**src/include/cis_cfg.svh**
```systemverilog
// constants for the instruction sequencer: opcodes, timing, widths
// assumes one core clock; no software-visible registers
`ifndef CIS_CFG_SVH
`define CIS_CFG_SVH
`define CIS_OP_ADD_DIR 8'h5f
`define CIS_OP_ADD_IX 8'h47
`define CIS_OP_ADD_IY 8'h4f
`define CIS_OP_IMMEDIATE_SUM 8'h57
`define CIS_OP_AND_DIR 8'hbf
`define CIS_OP_AND_IX 8'ha7
`define CIS_OP_AND_IY 8'haf
`define CIS_OP_IMMEDIATE_MASK 8'hb7
`define CIS_OP_CLR_ACC 8'hdf
`define CIS_OP_CLR_RR 8'h0d
`define CIS_OP_COM 8'h2d
`define CIS_OP_RET 8'hcd
`define CIS_OP_INTERRUPT_EXIT 8'h4d
`define CIS_OP_STOP 8'h6d
`define CIS_OP_WAIT 8'hed
`define CIS_ACC_ADDR 8'hff
`define CIS_NIB_CALL 4'h1
`define CIS_NIB_JP 4'h9
`define CIS_LOW_BRANCH_IF_NONZERO 3'h0
`define CIS_LOW_JRZ 3'h4
`define CIS_LOW_BRANCH_IF_NO_CARRY 3'h2
`define CIS_LOW_JRC 3'h6
`define CIS_LOW_BT 4'h3
`define CIS_STACK_DEPTH 6
`define CIS_OSC_EXTRA 16
`define CIS_OSC_START_CYC 1024
`define CIS_ROM_BASE 12'h000
`endif

```
**src/include/cis_pkg.sv**
```systemverilog
// types of the instruction sequencer
// constants live in cis_cfg.svh
package cis_pkg;
  typedef enum logic [3:0] {
    CIS_FETCH, CIS_C2, CIS_C3, CIS_C4, CIS_C5, CIS_INT, CIS_OSC, CIS_HALT
  } cis_state_e;
  typedef logic [11:0] cis_addr_t;
endpackage

```
**src/logic/cis_stack.sv**
```systemverilog
// six-level return stack, shared by calls and interrupts
// assumes push and pop never in the same cycle
`timescale 1ns/10ps
module cis_stack #(
  parameter int DEPTH = 6
) (
  // clock and reset
  input wire logic ref_clk,
  input wire logic rst_b,
  // control
  input wire logic push,
  input wire logic pop,
  input wire logic [11:0] push_addr,
  // top of stack
  output logic [11:0] top_addr
);
  localparam int CW = $clog2(DEPTH + 1);
  logic [11:0] mem_r [DEPTH];
  logic [CW-1:0] fill_r;
  // shift register with a fill count; a push onto a full stack is dropped,
  // so the newest return is lost and the earliest ones survive
  always_ff @(posedge ref_clk or negedge rst_b) begin
    if (!rst_b) begin
      for (int i = 0; i < DEPTH; i++) mem_r[i] <= 12'h000;
      fill_r <= '0;
    end else if (push) begin
      if (fill_r != CW'(DEPTH)) begin
        mem_r[0] <= push_addr;
        for (int i = 1; i < DEPTH; i++) mem_r[i] <= mem_r[i-1];
        fill_r <= fill_r + 1'b1;
      end
    end else if (pop) begin
      for (int i = 0; i < DEPTH - 1; i++) mem_r[i] <= mem_r[i+1];
      mem_r[DEPTH-1] <= mem_r[DEPTH-1]; // empty pops repeat oldest
      if (fill_r != '0) fill_r <= fill_r - 1'b1;
    end
  end
  assign top_addr = mem_r[0];
endmodule

```
**src/logic/cis_alu.sv**
```systemverilog
// accumulator alu: add, and, complement, clear with flag results
// combinational; the sequencer registers its outputs
`timescale 1ns/10ps
module cis_alu (
  // operands
  input wire logic [7:0] acc,
  input wire logic [7:0] src,
  input wire logic carry_in,
  input wire logic zero_in,
  // operation select
  input wire logic [1:0] op,
  // results
  output logic [7:0] result,
  output logic carry_out,
  output logic zero_out
);
  logic [8:0] sum;
  assign sum = {1'b0, acc} + {1'b0, src};
  // op 0 add, 1 and, 2 complement, 3 clear
  always_comb begin
    result = acc;
    carry_out = carry_in;
    zero_out = zero_in;
    case (op)
      2'h0: begin
        result = sum[7:0];
        carry_out = sum[8];
        zero_out = (sum[7:0] == 8'h00);
      end
      2'h1: begin
        result = acc & src;
        zero_out = ((acc & src) == 8'h00);
      end
      2'h2: begin
        result = ~acc;
        carry_out = acc[7];
        zero_out = (acc == 8'hff);
      end
      default: begin
        result = 8'h00;
        carry_out = 1'b1;
        zero_out = 1'b1;
      end
    endcase
  end
endmodule

```
**src/logic/cis_core.sv**
```systemverilog
// instruction sequencer: decode and cycle sequencing of control flow
// and accumulator arithmetic for an 8-bit core
// assumes program rom and data space answer combinationally in the cycle
`timescale 1ns/10ps
`include "cis_cfg.svh"
module cis_core
  import cis_pkg::*;
#(
  parameter int OSC_START_CYC = `CIS_OSC_START_CYC
) (
  // clock and reset
  input wire logic ref_clk,
  input wire logic rst_b,
  // program memory
  output logic [11:0] prog_addr,
  input wire logic [7:0] prog_data,
  // data space
  output logic [7:0] ds_addr,
  output logic ds_rd,
  output logic ds_wr,
  output logic [7:0] ds_wdata,
  input wire logic [7:0] ds_rdata,
  input wire logic ds_rom_hit,
  output logic rom_data_cycle,
  // interrupt
  input wire logic irq_req,
  input wire logic [11:0] irq_vector,
  // status
  output logic [7:0] acc_out,
  output logic carry_out,
  output logic zero_out,
  output logic int_flags_active,
  output logic osc_stopped,
  output logic core_waiting
);
  localparam logic [4:0] OSC_WAIT = 5'(`CIS_OSC_EXTRA);

  typedef struct packed {
    cis_state_e st;
    logic [11:0] pc;
    logic [7:0] op;
    logic [7:0] b2;
    logic [7:0] disp;
    logic [7:0] opnd;
    logic [7:0] acc;
    logic c_n, z_n, c_i, z_i;
    logic in_int;
    logic stopped;
    logic waiting;
    logic [15:0] cnt;
    logic irq_s1, irq_s2;
  } cis_core_s;

  cis_core_s q_r, q_nxt;
  logic push, pop;
  logic [11:0] push_addr, top_addr;
  logic [1:0] alu_op;
  logic [7:0] alu_src, alu_res;
  logic alu_c, alu_z;
  logic cur_c, cur_z;
  logic [11:0] rel_tgt;

  // return stack
  cis_stack #(.DEPTH(`CIS_STACK_DEPTH)) u_stack (
    .ref_clk(ref_clk),
    .rst_b(rst_b),
    .push(push),
    .pop(pop),
    .push_addr(push_addr),
    .top_addr(top_addr)
  );

  // flag set in use depends on interrupt context
  assign cur_c = q_r.in_int ? q_r.c_i : q_r.c_n;
  assign cur_z = q_r.in_int ? q_r.z_i : q_r.z_n;

  cis_alu u_alu (
    .acc(q_r.acc),
    .src(alu_src),
    .carry_in(cur_c),
    .zero_in(cur_z),
    .op(alu_op),
    .result(alu_res),
    .carry_out(alu_c),
    .zero_out(alu_z)
  );

  // relative target: displacement in opcode bits 7:3, -15..+16
  assign rel_tgt = q_r.pc + {7'h00, q_r.op[7:3]} - 12'h00f;

  // sequencing
  always_comb begin
    logic take;
    logic [11:0] ea;
    take = 1'b0;
    ea = 12'h000;
    q_nxt = q_r;
    push = 1'b0;
    pop = 1'b0;
    push_addr = q_r.pc;
    alu_op = 2'h0;
    alu_src = q_r.opnd;
    prog_addr = q_r.pc;
    ds_addr = 8'h00;
    ds_rd = 1'b0;
    ds_wr = 1'b0;
    ds_wdata = alu_res;
    rom_data_cycle = 1'b0;
    // pin input synchroniser
    q_nxt.irq_s1 = irq_req;
    q_nxt.irq_s2 = q_r.irq_s1;
    case (q_r.st)
      CIS_FETCH: begin
        if (q_r.irq_s2 && !q_r.in_int) begin
          q_nxt.st = CIS_INT;
        end else begin
          q_nxt.op = prog_data;
          q_nxt.pc = q_r.pc + 12'h001;
          q_nxt.st = CIS_C2;
        end
      end
      CIS_INT: begin
        push = 1'b1;
        q_nxt.pc = irq_vector;
        q_nxt.in_int = 1'b1;
        q_nxt.st = CIS_FETCH;
      end
      CIS_HALT: begin
        // stopped oscillator or wait idle until interrupt
        if (q_r.irq_s2) begin
          q_nxt.waiting = 1'b0;
          q_nxt.cnt = 16'h0000;
          q_nxt.st = q_r.stopped ? CIS_OSC : CIS_INT;
        end
      end
      CIS_OSC: begin
        q_nxt.cnt = q_r.cnt + 16'h0001;
        if (q_r.cnt >= 16'(OSC_START_CYC) + 16'(OSC_WAIT) - 16'h0001) begin
          q_nxt.stopped = 1'b0;
          q_nxt.st = CIS_INT;
        end
      end
      CIS_C2: begin
        q_nxt.st = CIS_C3;
        if (q_r.op[2:0] == `CIS_LOW_JRZ || q_r.op[2:0] == `CIS_LOW_BRANCH_IF_NONZERO ||
            q_r.op[2:0] == `CIS_LOW_JRC || q_r.op[2:0] == `CIS_LOW_BRANCH_IF_NO_CARRY) begin
          case (q_r.op[2:0])
            `CIS_LOW_JRZ: take = cur_z;
            `CIS_LOW_BRANCH_IF_NONZERO: take = !cur_z;
            `CIS_LOW_JRC: take = cur_c;
            default: take = !cur_c;
          endcase
          if (take) q_nxt.pc = rel_tgt;
          q_nxt.st = CIS_FETCH;
        end else if (q_r.op == `CIS_OP_RET || q_r.op == `CIS_OP_INTERRUPT_EXIT) begin
          prog_addr = top_addr;
          pop = 1'b1;
          q_nxt.pc = top_addr;
          if (q_r.op == `CIS_OP_INTERRUPT_EXIT) q_nxt.in_int = 1'b0;
          q_nxt.st = CIS_FETCH;
        end else if (q_r.op == `CIS_OP_STOP || q_r.op == `CIS_OP_WAIT) begin
          q_nxt.stopped = (q_r.op == `CIS_OP_STOP);
          q_nxt.waiting = (q_r.op == `CIS_OP_WAIT);
          q_nxt.st = CIS_HALT;
        end else if (q_r.op[3:0] == `CIS_LOW_BT) begin
          q_nxt.b2 = prog_data; // operand address
          q_nxt.pc = q_r.pc + 12'h001;
        end else if (q_r.op == `CIS_OP_COM) begin
          ds_addr = `CIS_ACC_ADDR;
        end else begin
          // second byte: address, immediate or jump low byte
          q_nxt.b2 = prog_data;
          if (q_r.op != `CIS_OP_ADD_IX && q_r.op != `CIS_OP_ADD_IY &&
              q_r.op != `CIS_OP_AND_IX && q_r.op != `CIS_OP_AND_IY)
            q_nxt.pc = q_r.pc + 12'h001;
          if (q_r.op[3:0] == `CIS_NIB_CALL) q_nxt.cnt = 16'h0000;
        end
      end
      CIS_C3: begin
        q_nxt.st = CIS_C4;
        if (q_r.op[3:0] == `CIS_LOW_BT) begin
          ds_addr = q_r.b2;
          ds_rd = 1'b1;
          rom_data_cycle = ds_rom_hit;
          q_nxt.opnd = ds_rdata;
        end else if (q_r.op[3:0] == `CIS_NIB_CALL) begin
          push = 1'b1;
        end else if (q_r.op == `CIS_OP_COM) begin
          q_nxt.opnd = q_r.acc;
        end else if (q_r.op == `CIS_OP_IMMEDIATE_SUM || q_r.op == `CIS_OP_IMMEDIATE_MASK) begin
          q_nxt.opnd = q_r.b2;
        end else if (q_r.op == `CIS_OP_ADD_IX || q_r.op == `CIS_OP_AND_IX ||
                     q_r.op == `CIS_OP_ADD_IY || q_r.op == `CIS_OP_AND_IY) begin
          ds_addr = q_r.op[3] ? 8'h81 : 8'h80; // pointer register
          ds_rd = 1'b1;
          q_nxt.b2 = ds_rdata;
        end else if (q_r.op[3:0] != `CIS_NIB_JP) begin
          ds_addr = q_r.b2; // idle else direct read
          ds_rd = 1'b1;
          q_nxt.opnd = ds_rdata;
        end
      end
      CIS_C4: begin
        q_nxt.st = CIS_FETCH;
        prog_addr = q_r.pc;
        if (q_r.op[3:0] == `CIS_LOW_BT) begin
          q_nxt.disp = prog_data; // branch value, operand address kept
          q_nxt.pc = q_r.pc + 12'h001;
          q_nxt.st = CIS_C5;
        end else if (q_r.op[3:0] == `CIS_NIB_CALL || q_r.op[3:0] == `CIS_NIB_JP) begin
          q_nxt.pc = {q_r.op[7:4], q_r.b2};
        end else begin
          case (q_r.op)
            `CIS_OP_COM: alu_op = 2'h2;
            `CIS_OP_CLR_ACC: alu_op = (q_r.b2 == `CIS_ACC_ADDR) ? 2'h3 : 2'h0;
            `CIS_OP_AND_DIR, `CIS_OP_AND_IX, `CIS_OP_AND_IY, `CIS_OP_IMMEDIATE_MASK: alu_op = 2'h1;
            default: alu_op = 2'h0;
          endcase
          if (q_r.op == `CIS_OP_ADD_IX || q_r.op == `CIS_OP_ADD_IY ||
              q_r.op == `CIS_OP_AND_IX || q_r.op == `CIS_OP_AND_IY) begin
            ds_addr = q_r.b2;
            ds_rd = 1'b1;
            rom_data_cycle = ds_rom_hit;
            alu_src = ds_rdata;
          end
          if (q_r.op == `CIS_OP_CLR_RR) begin
            ds_addr = q_r.b2; // flags kept
            ds_wr = 1'b1;
            ds_wdata = 8'h00;
            q_nxt.pc = q_r.pc + 12'h001;
          end else if (q_r.op == `CIS_OP_COM || q_r.op == `CIS_OP_CLR_ACC ||
                       q_r.op == `CIS_OP_ADD_DIR || q_r.op == `CIS_OP_ADD_IX ||
                       q_r.op == `CIS_OP_ADD_IY || q_r.op == `CIS_OP_IMMEDIATE_SUM ||
                       q_r.op == `CIS_OP_AND_DIR || q_r.op == `CIS_OP_AND_IX ||
                       q_r.op == `CIS_OP_AND_IY || q_r.op == `CIS_OP_IMMEDIATE_MASK) begin
            q_nxt.acc = alu_res;
            if (q_r.in_int) begin
              q_nxt.c_i = alu_c;
              q_nxt.z_i = alu_z;
            end else begin
              q_nxt.c_n = alu_c;
              q_nxt.z_n = alu_z;
            end
          end
        end
      end
      CIS_C5: begin
        ds_addr = q_r.b2;
        rom_data_cycle = ds_rom_hit;
        ea = q_r.pc + {{4{q_r.disp[7]}}, q_r.disp};
        if (q_r.opnd[q_r.op[7:5]] == q_r.op[4]) q_nxt.pc = ea;
        q_nxt.st = CIS_FETCH;
      end
      default: q_nxt.st = CIS_FETCH;
    endcase
  end

  // single register for all core state except the return stack
  always_ff @(posedge ref_clk or negedge rst_b) begin
    if (!rst_b) begin
      q_r <= '{st: CIS_FETCH, pc: `CIS_ROM_BASE, default: '0};
    end else begin
      q_r <= q_nxt;
    end
  end

  assign acc_out = q_r.acc;
  assign carry_out = cur_c;
  assign zero_out = cur_z;
  assign int_flags_active = q_r.in_int;
  assign osc_stopped = q_r.stopped;
  assign core_waiting = q_r.waiting;
endmodule

```
**config.mk**
```make
export PLATFORM = sky130hd
export DESIGN_NAME = cis_core
export DESIGN_NICKNAME = d
export VERILOG_FILES = /design/src/include/cis_pkg.sv /design/src/logic/cis_stack.sv /design/src/logic/cis_alu.sv /design/src/logic/cis_core.sv
export VERILOG_INCLUDE_DIRS = /design/src /design/src/include
export SDC_FILE = /design/constraint.sdc
export NUM_CORES = 1
export LEC_CHECK = 0
export ABC_AREA = 1
export BUFFER_PORTS_ARGS = -buffer_cell sky130_fd_sc_hd__buf_2
export CORE_MARGIN = 4
export CORE_UTILIZATION = 64
export CTS_BUF_LIST = sky130_fd_sc_hd__clkbuf_8
export DETAILED_ROUTE_END_ITERATION = 7
export PLACE_DENSITY = 0.81
export SKIP_LAST_GASP = 1
export SLEW_MARGIN = 5
export SYNTH_ARGS = -nofsm -noshare
export SYNTH_HDL_FRONTEND = slang
export SYNTH_SLANG_ARGS = --single-unit
```
**constraint.sdc**
```tcl
create_clock -name ref_clk -period 3.4 [get_ports ref_clk]
set_clock_uncertainty 0.1 [all_clocks]
set_input_delay 0.17 -clock ref_clk [delete_from_list [all_inputs] [get_ports ref_clk]]
set_output_delay 0.17 -clock ref_clk [all_outputs]
set_load 0.1 [all_outputs]
```
-- Word-level counts from Yosys, hierarchy flattened
Cells that the tools add are included.
- register bits after elaboration: 156
- input port bits: 32
- output and inout bits: 44
- logic and storage cells: 295
- add/subtract/negate cells: 8
- $lt $le $gt $ge: 2
- equality and inequality tests: 66
- multiplexer cells: 127
- bitwise logic cells: 7
- reductions and logical operators: 61
- operators with widths (operator ; number):
    8-bit 2-to-1 mux ; 39
    72-bit 2-to-1 mux ; 3
    12-bit 2-to-1 mux ; 12
    8-bit equality test, second input constant ; 9
    16-bit 2-to-1 mux ; 4
    12-bit one-hot mux with 5 select lines ; 1
    8-bit by 7-bit equality test with 1-bit output, second input constant ; 6
    16-bit one-hot mux with 3 select lines ; 1
    2-bit != test, second input constant ; 19
    8-bit one-hot mux with 4 select lines ; 1
    1-bit 2-to-1 mux ; 31
    15-bit 2-to-1 mux ; 2
    4-bit one-hot mux with 6 select lines ; 1
    8-bit one-hot mux with 3 select lines ; 1
    1-bit logical OR ; 22
    3-bit 2-to-1 mux ; 7
    20-bit 2-to-1 mux ; 1
    19-bit 2-to-1 mux ; 1
    18-bit 2-to-1 mux ; 1
    17-bit 2-to-1 mux ; 1
    16-bit by 1-bit adder with 16-bit output, second input constant ; 1
    4-bit by 3-bit equality test with 1-bit output, second input constant ; 4
    16-bit by 11-bit >= comparator with 1-bit output, second input constant ; 1
    8-bit logical NOT ; 2
    52 further kinds ; 100

-- Depth between registers and ports, before layout
Gate-level depths: netlist of run 1.
- depth in word-level cells: 14
- mapped depth: 25
- depth with buffers taken out: 24

-- Cells and area by module
From an unflattened synthesis of run 1, not the netlist that was laid out.
- cell total of the unflattened synthesis: 1705
- area total of the unflattened synthesis: 11454.7 um^2
- modules (own cells, without submodules) (module ; times used ; cells an instance ; area an instance (um^2) ; sequential area each (um^2)):
    cis_core ; 1 ; 1111 ; 7075.5 ; 2001.9
    cis_stack ; 1 ; 474 ; 3719.8 ; 1876.8
    cis_alu ; 1 ; 120 ; 659.4 ; 0.0

-- Worst setup path after synthesis of run 1
OpenSTA, ideal clock, no wires.
- path kind: reg2out
- start: register q_r[59] in the netlist's numbering
- end: output ds_wdata[7]
- arrival time: 4.123 ns
- data required time: 3.130 ns
- slack: -0.993 ns
- cell stages (with the launch flop): 19
- buffers on the path: 2
- cell sequence: dfrtp_1 -> buf_4 -> inv_1 -> nand2_1 -> nand2_1 -> nor2_4 -> nand2_2 -> clkbuf_1 -> a21oi_1 -> ha_1 -> a21oi_1 -> nor2_1 -> nor2_1 -> nand2_1 -> nand2_1 -> nand2_1 -> inv_1 -> nand3_1 -> a31oi_1
- longest elaborated chain between the ends: 14
- elaborated cells on any way between the ends: 35
- classes of those cells: 1 x add/sub; 14 x eq/ne; 13 x mux; 1 x bitwise; 6 x reduce/logical
- RTL lines (item ; RTL line ; text):
    start: declaration ; cis_core.sv:54 ; cis_core_s q_r, q_nxt;
    start signal: assignment ; cis_core.sv:263 ; q_r <= q_nxt;
    8-bit by 7-bit equality test with 1-bit output (no source line) ; -- ;
    1-bit logical OR (no source line) (3 in series) ; -- ;
    8-bit 2-to-1 mux ; cis_core.sv:219 ; if (q_r.op == `CIS_OP_ADD_IX || q_r.op == `CIS_OP_ADD_IY ||
    8-bit 2-to-1 mux ; cis_core.sv:210 ; end else if (q_r.op[3:0] == `CIS_NIB_CALL || q_r.op[3:0] == `CIS_NIB_JP) begin
    8-bit 2-to-1 mux ; cis_core.sv:206 ; if (q_r.op[3:0] == `CIS_LOW_BT) begin
    8-bit 2-to-1 mux ; cis_core.sv:112 ; case (q_r.st)
    8-bit by 8-bit adder with 9-bit output / 8-bit AND (equally long branches) ; cis_alu.sv:18, cis_alu.sv:31 ;
    8-bit one-hot mux with 3 select lines ; cis_alu.sv:24 ; case (op)
    8-bit 2-to-1 mux ; cis_core.sv:226 ; if (q_r.op == `CIS_OP_CLR_RR) begin
    8-bit 2-to-1 mux ; cis_core.sv:210 ;
    8-bit 2-to-1 mux ; cis_core.sv:206 ;
    8-bit 2-to-1 mux (*) ; cis_core.sv:112 ;
    end: declaration ; cis_core.sv:21 ; output logic [7:0] ds_wdata,
Mark *: on every way between the ends. The rest lies on a longest branch, timed or not.

-- Worst setup path in the final report of run 1
- start: register q_r[64] in the netlist's numbering
- end: output ds_wdata[7]
The elaborated chain is that of the path after synthesis.

==> flow_summary_export.csv, run 1 <==
group,metric,value,unit
sta,fin_crit,3.524,ns
final_layout,nets,1883,
synth,yosysUniqueCellTypes,42,
sta,relSlewSlack,44.97,%
global_routing,grt_pass1_vias,11180,
detailed_routing,first_iter_violations,1483,
setup_path,cp_slowest_stage_delay,0.46,ns
synth,synth_edf_count,0,
die,die_h,140.6,um
global_routing,antenna_found_initial,0,
synth,synth_warnings,0,
setup_path,cp_cell_sequence,"nor2_4, inv_2, nor2_4, nand2_2, nand2_4, nand2_4, buf_8, nor2_2, a21oi_2, ha_4, nand2_1, nor2_1, nor2_1, nand2_1, nand2_1, nand2_1, inv_2, nand3_2, a31oi_4, buf_12",
synth,avgSynthCellArea,6.796,um^2
final_layout,insertedDiodeCount,0,
final_layout,multi_input_area,6467,um^2
setup_path,crit_path_start_kind,"register",
final_layout,final.fill_count,1274,
die,boundaryPins,76,
die,fp-row-count,48,
hold_path,hold_class,"in2reg",
cts,numCtsBuffers,17,
placed_design,dp_cells,1930,
flow_run,maxCapViolations,0,
synth,yosys_register_bits,155,
final_layout,fin_util,78.20,%
synth,syn_inst,1655,
setup_path,crit_arrival,3.25,ns
synth,synth-main-ff-cell,"dfrtp_1",
synth,ys_seq_area_share,34.49,%
sta,hold_slack,0.04199,ns
setup_path,path_buf_inv,4,
sta,rsz0062_at_grt,"true",
setup_path,path_class,"reg2out",
final_layout,area_growth,19.85,%
power,power.density,1075,nW/um^2
power,p_leak,6.628,nW
synth,synth.area.top_cells,"dfrtp_1 34%, nand2_1 16%, inv_1 7.6%",
global_routing,grt.total_usage,35.47,%
setup_path,path_max_fanout,8,
sta,fmax,0.2838,GHz
setup_path,crit_path_end_kind,"output pin",
cts,clkSinkCount,155,
outcome,violations,"negative setup slack",
cts,cts_tree,"built",
sta,finalSetupViolations,7,
global_routing,grt_pass1_wl,56440,um
detailed_routing,avgRoutedWirePerCell,17.83,um
sta,tightest_slew,0.8255,ns
placed_design,pre_cts_ws,0.1670,ns
placed_design,io_buffer_count,75,
die,die-width,140.6,um
cts,clockBufferDepth,2,
synth,async_flop_share,100.0,%
detailed_routing,vias,12150,
detailed_routing,antenna_left,0,
detailed_routing,drt-pass1-iter-count,7,
die,floorplan.initialDensity,65.25,%
cts,insertion_delay,0.47,ns
setup_path,critPathRequiredTime,3.13,ns
placed_design,hpwl,25040,um
sta,timing.setup.tns,-0.4866,ns
final_layout,regArea,3885,um^2
synth,syn_nets,1734,
die,coreArea,17240,um^2
detailed_routing,viasPerCell,5.951,
cts,h-tree-depth,4,
setup_path,crit_family,"simple AND/OR/NAND/NOR gates",
sta,finalMaxSlewViolations,0,
sta,fin_ws,-0.1237,ns
detailed_routing,finalWirelength,36410,um
placed_design,gp_congestion,1.017,
outcome,status,"finished with violations",
sta,fin_crit_sh,103.6,%
setup_path,crit_top_cell,"nand2_1",
power,ir_drop,1364,uV
synth,yosys.area.top_type_share,34.49,%
setup_path,cp_slowest_cell,"dfrtp_2",
final_layout,instances_no_fill,2042,
final_layout,drive_above_1_share,17.72,%
global_routing,grt_max_degree,108,
die,die-area,19760,um^2
synth,synth_top_area_cell,"dfrtp_1",
synth,synth.cell_area,11250,um^2
cts,cts.clk_slew.worst_paths,0.10,ns
sta,hold_viol,0,
cts,cts_root_buf,"clkbuf_8",
global_routing,overflow,0,
detailed_routing,drc_errors,0,
-- cells in the mapped netlist, drive strengths merged, types with 4 or more instances --
cell    number
nor2       142
clkbuf      25
nand4       30
inv        240
xor2        15
ha          43
o21bai       4
dfrtp      155
buf         37
nor4         9
nand2      488
o22ai        8
o211ai      68
xnor2        5
nand3      131
a41oi        8
o21ai      156
a21oi       56
fa           4
nor3        15
nand3b       7
-- layout by cell type, fill, tap and decap left out, types with 13 or more instances in the layout --
| cell type | instances |
|---|---|
| buf_4 | 92 |
| ha_1 | 37 |
| xor2_1 | 14 |
| dlygate4sd3_1 | 19 |
| nand3_2 | 16 |
| nand2_2 | 19 |
| a21oi_1 | 51 |
| nor2_1 | 122 |
| inv_1 | 214 |
| clkbuf_8 | 17 |
| o21ai_0 | 130 |
| nand2_1 | 463 |
| dfrtp_1 | 150 |
| nand4_1 | 30 |
| o21ai_1 | 21 |
| buf_2 | 56 |
| nand3_1 | 114 |
| inv_2 | 20 |
| nor2_4 | 15 |
| nor3_1 | 13 |
| o211ai_1 | 68 |
-- layout make-up --
class	instances	share of cell area, %
clock buffer	17	1.736
sequential	155	28.82
multi-input combinational	1199	47.98
timing repair buffer	191	11.23
inverter	240	6.841
clock inverter	15	1.300
tap	225	2.089
-- path summary, 6_finish.rpt --
kind | cells past startpoint | startpoint | slack, ns | endpoint
min in group asynchronous | 2 | rst_b | 0.22 | q_r[47]
max reg2reg | 26 | q_r[64] | -0.11 | q_r[24]
min | 7 | irq_vector[3] | 0.04 | push_addr[3]
min reg2reg | 0 | q_nxt[0] | 0.29 | q_r[0]
max | 20 | q_r[64] | -0.12 | ds_wdata[7]
max in group asynchronous | 3 | rst_b | 2.12 | u_stack.mem_r[9]
-- where the power goes --
part | switching, mW | total, mW | internal (mW)
Sequential | 0.653 | 3.08 | 2.43
Clock | 0.869 | 1.43 | 0.560
Combinational | 6.71 | 9.98 | 3.27
-- flip-flops by register name, summed over array words and instances, names as in the netlist --
| name | flops |
|---|---|
| acc_out | 8 |
| core_waiting | 1 |
| int_flags_active | 1 |
| osc_stopped | 1 |
| push_addr | 12 |
| q_nxt | 1 |
| q_r | 56 |
| u_stack.fill_r | 3 |
| u_stack.mem_r | 60 |
| u_stack.top_addr | 12 |
-- logic make-up (layout without fill, tap and decap cells) --
kind of cell	count (synthesis)	count (layout)	synth area share, %
buffers and inverters	302	463	11.20
and+or+nand+nor	825	826	31.39
AOI/OAI and AO/OA	306	306	15.86
DFF	155	155	34.49
adders and majority gates	47	47	5.496
xor gates and xnor gates	20	20	1.557
-- stage by stage --
step	area (um^2)	power (mW)
2_1_floorplan	11270	9.597
3_3_place_gp	12010	11.77
3_5_place_dp	12010	11.88
4_1_cts	13080	13.81
5_1_grt	13480	15.42
6_report	13480	14.49
-- worst register-to-register path, delay by kind of cell, from the launching register on --
family | cells | cell delay [ns]
compound gates | 2 | 0.29
fa+ha+maj | 1 | 0.24
buf+inv | 10 | 1.15
simple gates | 13 | 1.15
flops | 1 | 0.46
-- metal layers --
| metal | global-route usage [%] | wire (um) | up-vias |
|---|---|---|---|
| met2 | 56.63 | 16580 | 740 |
| met1 | 48.35 | 14800 | 5551 |
| met5 | 0 | 0 | - |
| met3 | 6.521 | 3515 | 152 |
| met4 | 13.41 | 1519 | 0 |
| li1 | - | - | 5708 |
-- timing repair --
action                     4_1_cts  5_1_grt
hold buffers                    19        0
pin swaps                       15       25
buffers inserted                49       13
gates resized for setup         35       83
hold endpoints to repair       108        0
setup endpoints to repair        7       30
gates cloned                     1        0
(Power assumes the default switching activity.)
==> inputs of run 2 (changes only) <==
Settings changed: CORE_MARGIN 4 to unset, CORE_UTILIZATION 64 to 69, PLACE_DENSITY 0.81 to 0.86.
Clock period 3.4 ns to 4.45 ns, I/O delays scaled along.
==> run 2 against run 1 <==
Compared with the run above:
- the flow now finishes without violations
- sequential power fell by 21%
- clock power fell by 22%
- global-route usage rose by 6.4 points
- count of clock-buffer cells in the layout did not move
- power fell by 31%
- critical path depth fell by 1
- worst setup slack improved by 0.37 ns
- cell count fell by 5.0%
- flip-flop and latch count did not move
- routed wire length fell by 6.1%
- cell area fell by 9.4%
- largest power group unchanged
==> flow_summary_export.csv, run 2 (synthesized netlist as in run 1, its figures left out) <==
group,metric,value,unit
outcome,status,"complete, no violations",
detailed_routing,wirelength_met1,14190,um
global_routing,grt.total_usage,41.89,%
detailed_routing,avgRoutedWirePerCell,17.63,um
die,die-width,129.7,um
sta,fin_ws,0.2481,ns
sta,timing.setup.tns,0,ns
detailed_routing,first_iter_violations,1299,
global_routing,overflow,0,
cts,clkSinkCount,155,
sta,fin_crit_sh,94.42,%
final_layout,largest_reg_flops,60,
die,die_h,129.7,um
detailed_routing,drc_errors,0,
die,die-area,16810,um^2
final_layout,nets,1789,
setup_path,crit_family,"simple AND/OR/NAND/NOR gates",
placed_design,io_buffer_count,75,
final_layout,area_growth,8.577,%
final_layout,fin_util,76.87,%
setup_path,cp_slowest_stage_delay,0.46,ns
placed_design,placed_area,11650,um^2
detailed_routing,drt-pass1-iter-count,6,
cts,cts_root_buf,"clkbuf_8",
cts,cts_setup_buffers,0,
sta,fmax,0.2380,GHz
sta,relSlewSlack,28.55,%
die,boundaryPins,76,
detailed_routing,viasPerCell,6.051,
global_routing,antenna_found_initial,0,
detailed_routing,top_layer,"met4",
final_layout,top_regs,"u_stack.mem_r: 60 flops, q_r: 56 flops",
final_layout,largest-register,"u_stack.mem_r",
setup_path,crit_top_cell,"inv_1",
global_routing,grt_pass1_wl,53680,um
cts,cts.clk_slew.worst_paths,0.10,ns
die,floorplan.initialDensity,70.80,%
placed_design,hpwl,24840,um
setup_path,path_buf_inv,6,
flow_run,maxCapViolations,0,
sta,fin_crit,4.202,ns
final_layout,mostFrequentLayoutCell,"nand2_1",
cts,cts_tree,"built",
sta,finalMaxSlewViolations,0,
setup_path,critPathRequiredTime,4.13,ns
final_layout,insertedDiodeCount,0,
power,finalPower,9.991,mW
final_layout,drive_above_1_share,9.460,%
placed_design,gp_congestion,1.013,
detailed_routing,antenna_left,0,
setup_path,path_class,"reg2out",
sta,tightest_slew,1.068,ns
power,power.density,818.2,nW/um^2
final_layout,layout_common_cells,"477 x nand2_1, 229 x inv_1, 152 x dfrtp_1",
hold_path,hold_class,"in2reg",
cts,clockBufferDepth,2,
setup_path,cp_slowest_cell,"dfrtp_2",
die,coreArea,15890,um^2
setup_path,crit_path_end_kind,"output pin",
setup_path,path_max_fanout,19,
final_layout,instances_no_fill,1939,
detailed_routing,vias,11730,
setup_path,crit_arrival,3.88,ns
cts,h-tree-depth,4,
final_layout,design_area,12210,um^2
cts,insertion_delay,0.48,ns
detailed_routing,finalWirelength,34180,um
sta,hold_slack,0.01713,ns
setup_path,cp_cell_sequence,"inv_1, nor2_1, inv_1, nor2_1, nand2_1, nand2_2, nand2_4, a21oi_1, ha_2, inv_1, fa_1, inv_1, nand4_1, nand4_1, nand4_1, nand3_1, nand2_1, inv_1, clkbuf_4",
power,p_leak,6.059,nW
sta,finalSetupViolations,0,
die,fp-row-count,46,
sta,hold_viol,0,
detailed_routing,routed-wl-met2,15480,um
placed_design,dp_cells,1894,
global_routing,grt_max_degree,100,
placed_design,pre_cts_ws,0.5557,ns
global_routing,grt_pass1_vias,10740,
detailed_routing,route.met3.wl,3214,um
power,ir_drop,810.6,uV
setup_path,crit_path_start_kind,"register",
cts,numCtsBuffers,17,
-- run 2: cell count changes in the layout (fill, tap and decap cells not counted), sizes merged --
| cell | change |
|---|---|
| bufinv | +1 |
| dlygate4sd3 | -6 |
| clkinv | -6 |
| buf | -82 |
| nand2 | -1 |
| inv | +6 |
| clkbuf | -5 |
| clkinvlp | -1 |
-- run 2: layout make-up --
cell class	instances	area [um^2]
Fill cell	1199	3674
Inverter	240	905.9
Tap cell	216	270.3
Clock inverter	15	176.4
Timing Repair Buffer	98	619.3
Clock buffer	17	234.0
Sequential cell	155	3882
Multi-Input combinational cell	1198	6123
-- run 2: power breakdown --
| part | internal, mW | total (mW) | leakage [nW] | switching (mW) |
|---|---|---|---|---|
| Combinational | 1.74 | 6.45 | 3.91 | 4.71 |
| Clock | 0.474 | 1.12 | 0.202 | 0.646 |
| Sequential | 1.86 | 2.42 | 1.95 | 0.565 |
-- run 2: worst register-to-register path: cells and delay by family (launching register included) --
kind | cells | cell delay [ns]
buffers and inverters | 4 | 0.36
AOI/OAI and AO/OA | 1 | 0.22
adders and majority gates | 2 | 0.68
and+or+nand+nor | 16 | 1.48
DFF | 1 | 0.46
-- run 2: path summary, 6_finish.rpt --
kind,startpoint,to,slack (ns),cells past startpoint
worst max-delay path,q_r[63],ds_wdata[6],0.25,19
worst min-delay path,ds_rdata[1],q_r[34],0.02,3
worst max register to register,q_r[63],q_r[23],1.03,23
worst min register to register,q_nxt[0],q_r[0],0.26,0
max in group asynchronous,rst_b,u_stack.mem_r[23],2.95,3
min in group asynchronous,rst_b,q_r[47],0.27,2
-- run 2: metal layers --
metal	up-vias	GRT usage (%)
met2	688	67.54
met5	-	0
met4	0	17.99
met1	5414	54.82
li1	5513	-
met3	117	8.588
-- run 2: repair_timing --
action                                  CTS  global route
resized for setup                         0             9
hold endpoints to repair                101             0
hold buffers                             13             0
endpoints found under the setup margin    0             7
==> inputs of run 3 (changes only) <==
Settings changed: GPL_TIMING_DRIVEN set to 0, RECOVER_POWER set to 100.
==> run 3 against run 2 <==
Compared with the run above:
- the run now ends with max-capacitance violations, max-slew violations left
- fmax fell by 2.8%
- critical path depth did not move
- core utilization rose by 2.3 points
- first-iteration DRC count rose by 14%
- routed wire length rose by 10%
- flip-flop and latch count did not move
- combinational power rose by 5.4%
- clock power barely moved
- sequential power barely moved
- sequential share of layout area fell by 0.93 points
- register-to-register slack got worse by 0.11 ns
- worst hold slack got worse by 0.0031 ns
- largest cell class unchanged
- largest power group unchanged
==> flow_summary_export.csv, run 3 (synthesized netlist as in run 1, its figures left out) <==
group,metric,value,unit
outcome,status,"finished with violations",
outcome,violations,"max-capacitance violations, max-slew violations",
setup_path,path_class,"reg2out",
global_routing,grt_pass1_vias,11850,
final_layout,drive_above_1_share,9.697,%
detailed_routing,drc_errors,0,
final_layout,nets,1850,
placed_design,io_buffer_count,75,
sta,finalMaxSlewViolations,158,
global_routing,grt_pass1_wl,59240,um
setup_path,critPathRequiredTime,4.13,ns
placed_design,hpwl,26370,um
detailed_routing,top_layer,"met5",
final_layout,largest_reg_flops,60,
cts,clockBufferDepth,2,
sta,hold_slack,0.01402,ns
final_layout,instances_no_fill,2002,
power,ir_drop,785.5,uV
sta,timing.setup.tns,0,ns
global_routing,overflow,0,
cts,h-tree-depth,4,
die,boundaryPins,76,
detailed_routing,viasPerCell,6.221,
cts,insertion_delay,0.51,ns
final_layout,largest-register,"u_stack.mem_r",
placed_design,dp_cells,1947,
sta,fmax,0.2314,GHz
sta,relSlewSlack,-40.39,%
power,power.density,825.1,nW/um^2
detailed_routing,antenna_left,0,
final_layout,layout_common_cells,"479 x nand2_1, 231 x inv_1, 152 x dfrtp_1",
detailed_routing,wirelength_met1,14330,um
final_layout,top_regs,"u_stack.mem_r: 60 flops, q_r: 56 flops",
sta,finalSetupViolations,0,
placed_design,pre_cts_ws,0.09594,ns
detailed_routing,first_iter_violations,1485,
sta,fin_crit,4.322,ns
die,floorplan.initialDensity,70.80,%
detailed_routing,avgRoutedWirePerCell,18.79,um
setup_path,crit_path_end_kind,"output pin",
sta,rsz0062_at_grt,"false",
detailed_routing,drt-pass1-iter-count,7,
sta,tightest_slew,2.106,ns
die,die_h,129.7,um
setup_path,crit_path_start_kind,"register",
die,fp-row-count,46,
final_layout,mostFrequentLayoutCell,"nand2_1",
cts,cts.clk_slew.worst_paths,0.12,ns
cts,numCtsBuffers,17,
sta,fin_crit_sh,97.11,%
cts,clkSinkCount,155,
setup_path,crit_arrival,4.00,ns
die,die-area,16810,um^2
power,finalPower,10.38,mW
detailed_routing,vias,12450,
cts,cts_root_buf,"clkbuf_8",
cts,cts_tree,"built",
global_routing,grt_max_degree,120,
placed_design,gp_congestion,0.9988,
global_routing,antenna_found_initial,3,
die,die-width,129.7,um
die,coreArea,15890,um^2
sta,fin_ws,0.1285,ns
detailed_routing,routed-wl-met2,16680,um
setup_path,path_max_fanout,10,
sta,hold_viol,0,
hold_path,hold_class,"in2reg",
flow_run,maxCapViolations,2,
power,p_leak,6.214,nW
detailed_routing,finalWirelength,37610,um
final_layout,area_growth,11.85,%
detailed_routing,route.met3.wl,4558,um
global_routing,grt.total_usage,46.42,%
==> run 3: worst paths after layout <==
check | from | end | slack [ns] | depth (start not counted)
max | q_r[64] | ds_wdata[5] | 0.13 | 19
min | irq_vector[6] | push_addr[6] | 0.01 | 7
max reg2reg | q_r[64] | q_r[21] | 0.92 | 22
min in group asynchronous | rst_b | q_r[62] | 0.79 | 2
min reg2reg | q_r[21] | q_r[21] | 0.39 | 2
max in group asynchronous | rst_b | q_r[15] | 0.76 | 3
==> run 3: what timing repair did <==
action / 4_1_cts / 5_1_grt
pin swaps: 0 / 1
endpoints found under the setup margin: 7 / 7
buffers inserted: 1 / 1
gates resized for setup: 14 / 16
hold endpoints to repair: 179 / 0
hold buffers: 19 / 0
==> run 3: power by group <==
part	switching [mW]	internal, mW	leakage, nW
clock network	0.701	0.436	0.209
registers	0.590	1.85	1.95
logic	4.94	1.86	4.06
==> run 3: cell type report <==
type	count	area, um^2
sequential	155	3882
clock buffer	17	234.0
clock inverter	15	197.7
inverter	240	905.9
antenna	2	5.005
buffer	62	344.1
multi-input combinational	1198	6141
fill	1158	3306
timing repair buffer	97	599.3
tap	216	270.3
==> run 3: worst max-delay path, cell delays in order (launching register included) <==
cell and delay [ns]:
dfrtp_1 0.50, nor2_1 0.31, inv_1 0.13, nor2_2 0.14
nand2_1 0.12, nand2_4 0.12, nand2_4 0.10, clkbuf_4 0.21
a21oi_1 0.21, ha_1 0.34, nand2_1 0.12, nand2_1 0.06
nand2_1 0.08, nand4_1 0.12, nand2_1 0.10, nand3_1 0.09
nand3_1 0.17, nand2_1 0.09, inv_1 0.07, buf_2 0.42
==> run 3: per-stage QoR <==
step	util, %	instance area, um^2
global placement	74.87	11890
detailed placement	75.10	11930
global route	79.17	12580
finish	79.19	12580
floorplan	-	11250
CTS	79.32	12600
==> run 3: layer usage <==
| layer | global-route usage (%) | vias up |
|---|---|---|
| li1 | - | 5635 |
| met1 | 55.99 | 5751 |
| met2 | 72.10 | 865 |
| met3 | 17.92 | 201 |
| met4 | 23.94 | 2 |
| met5 | 0.8824 | - |
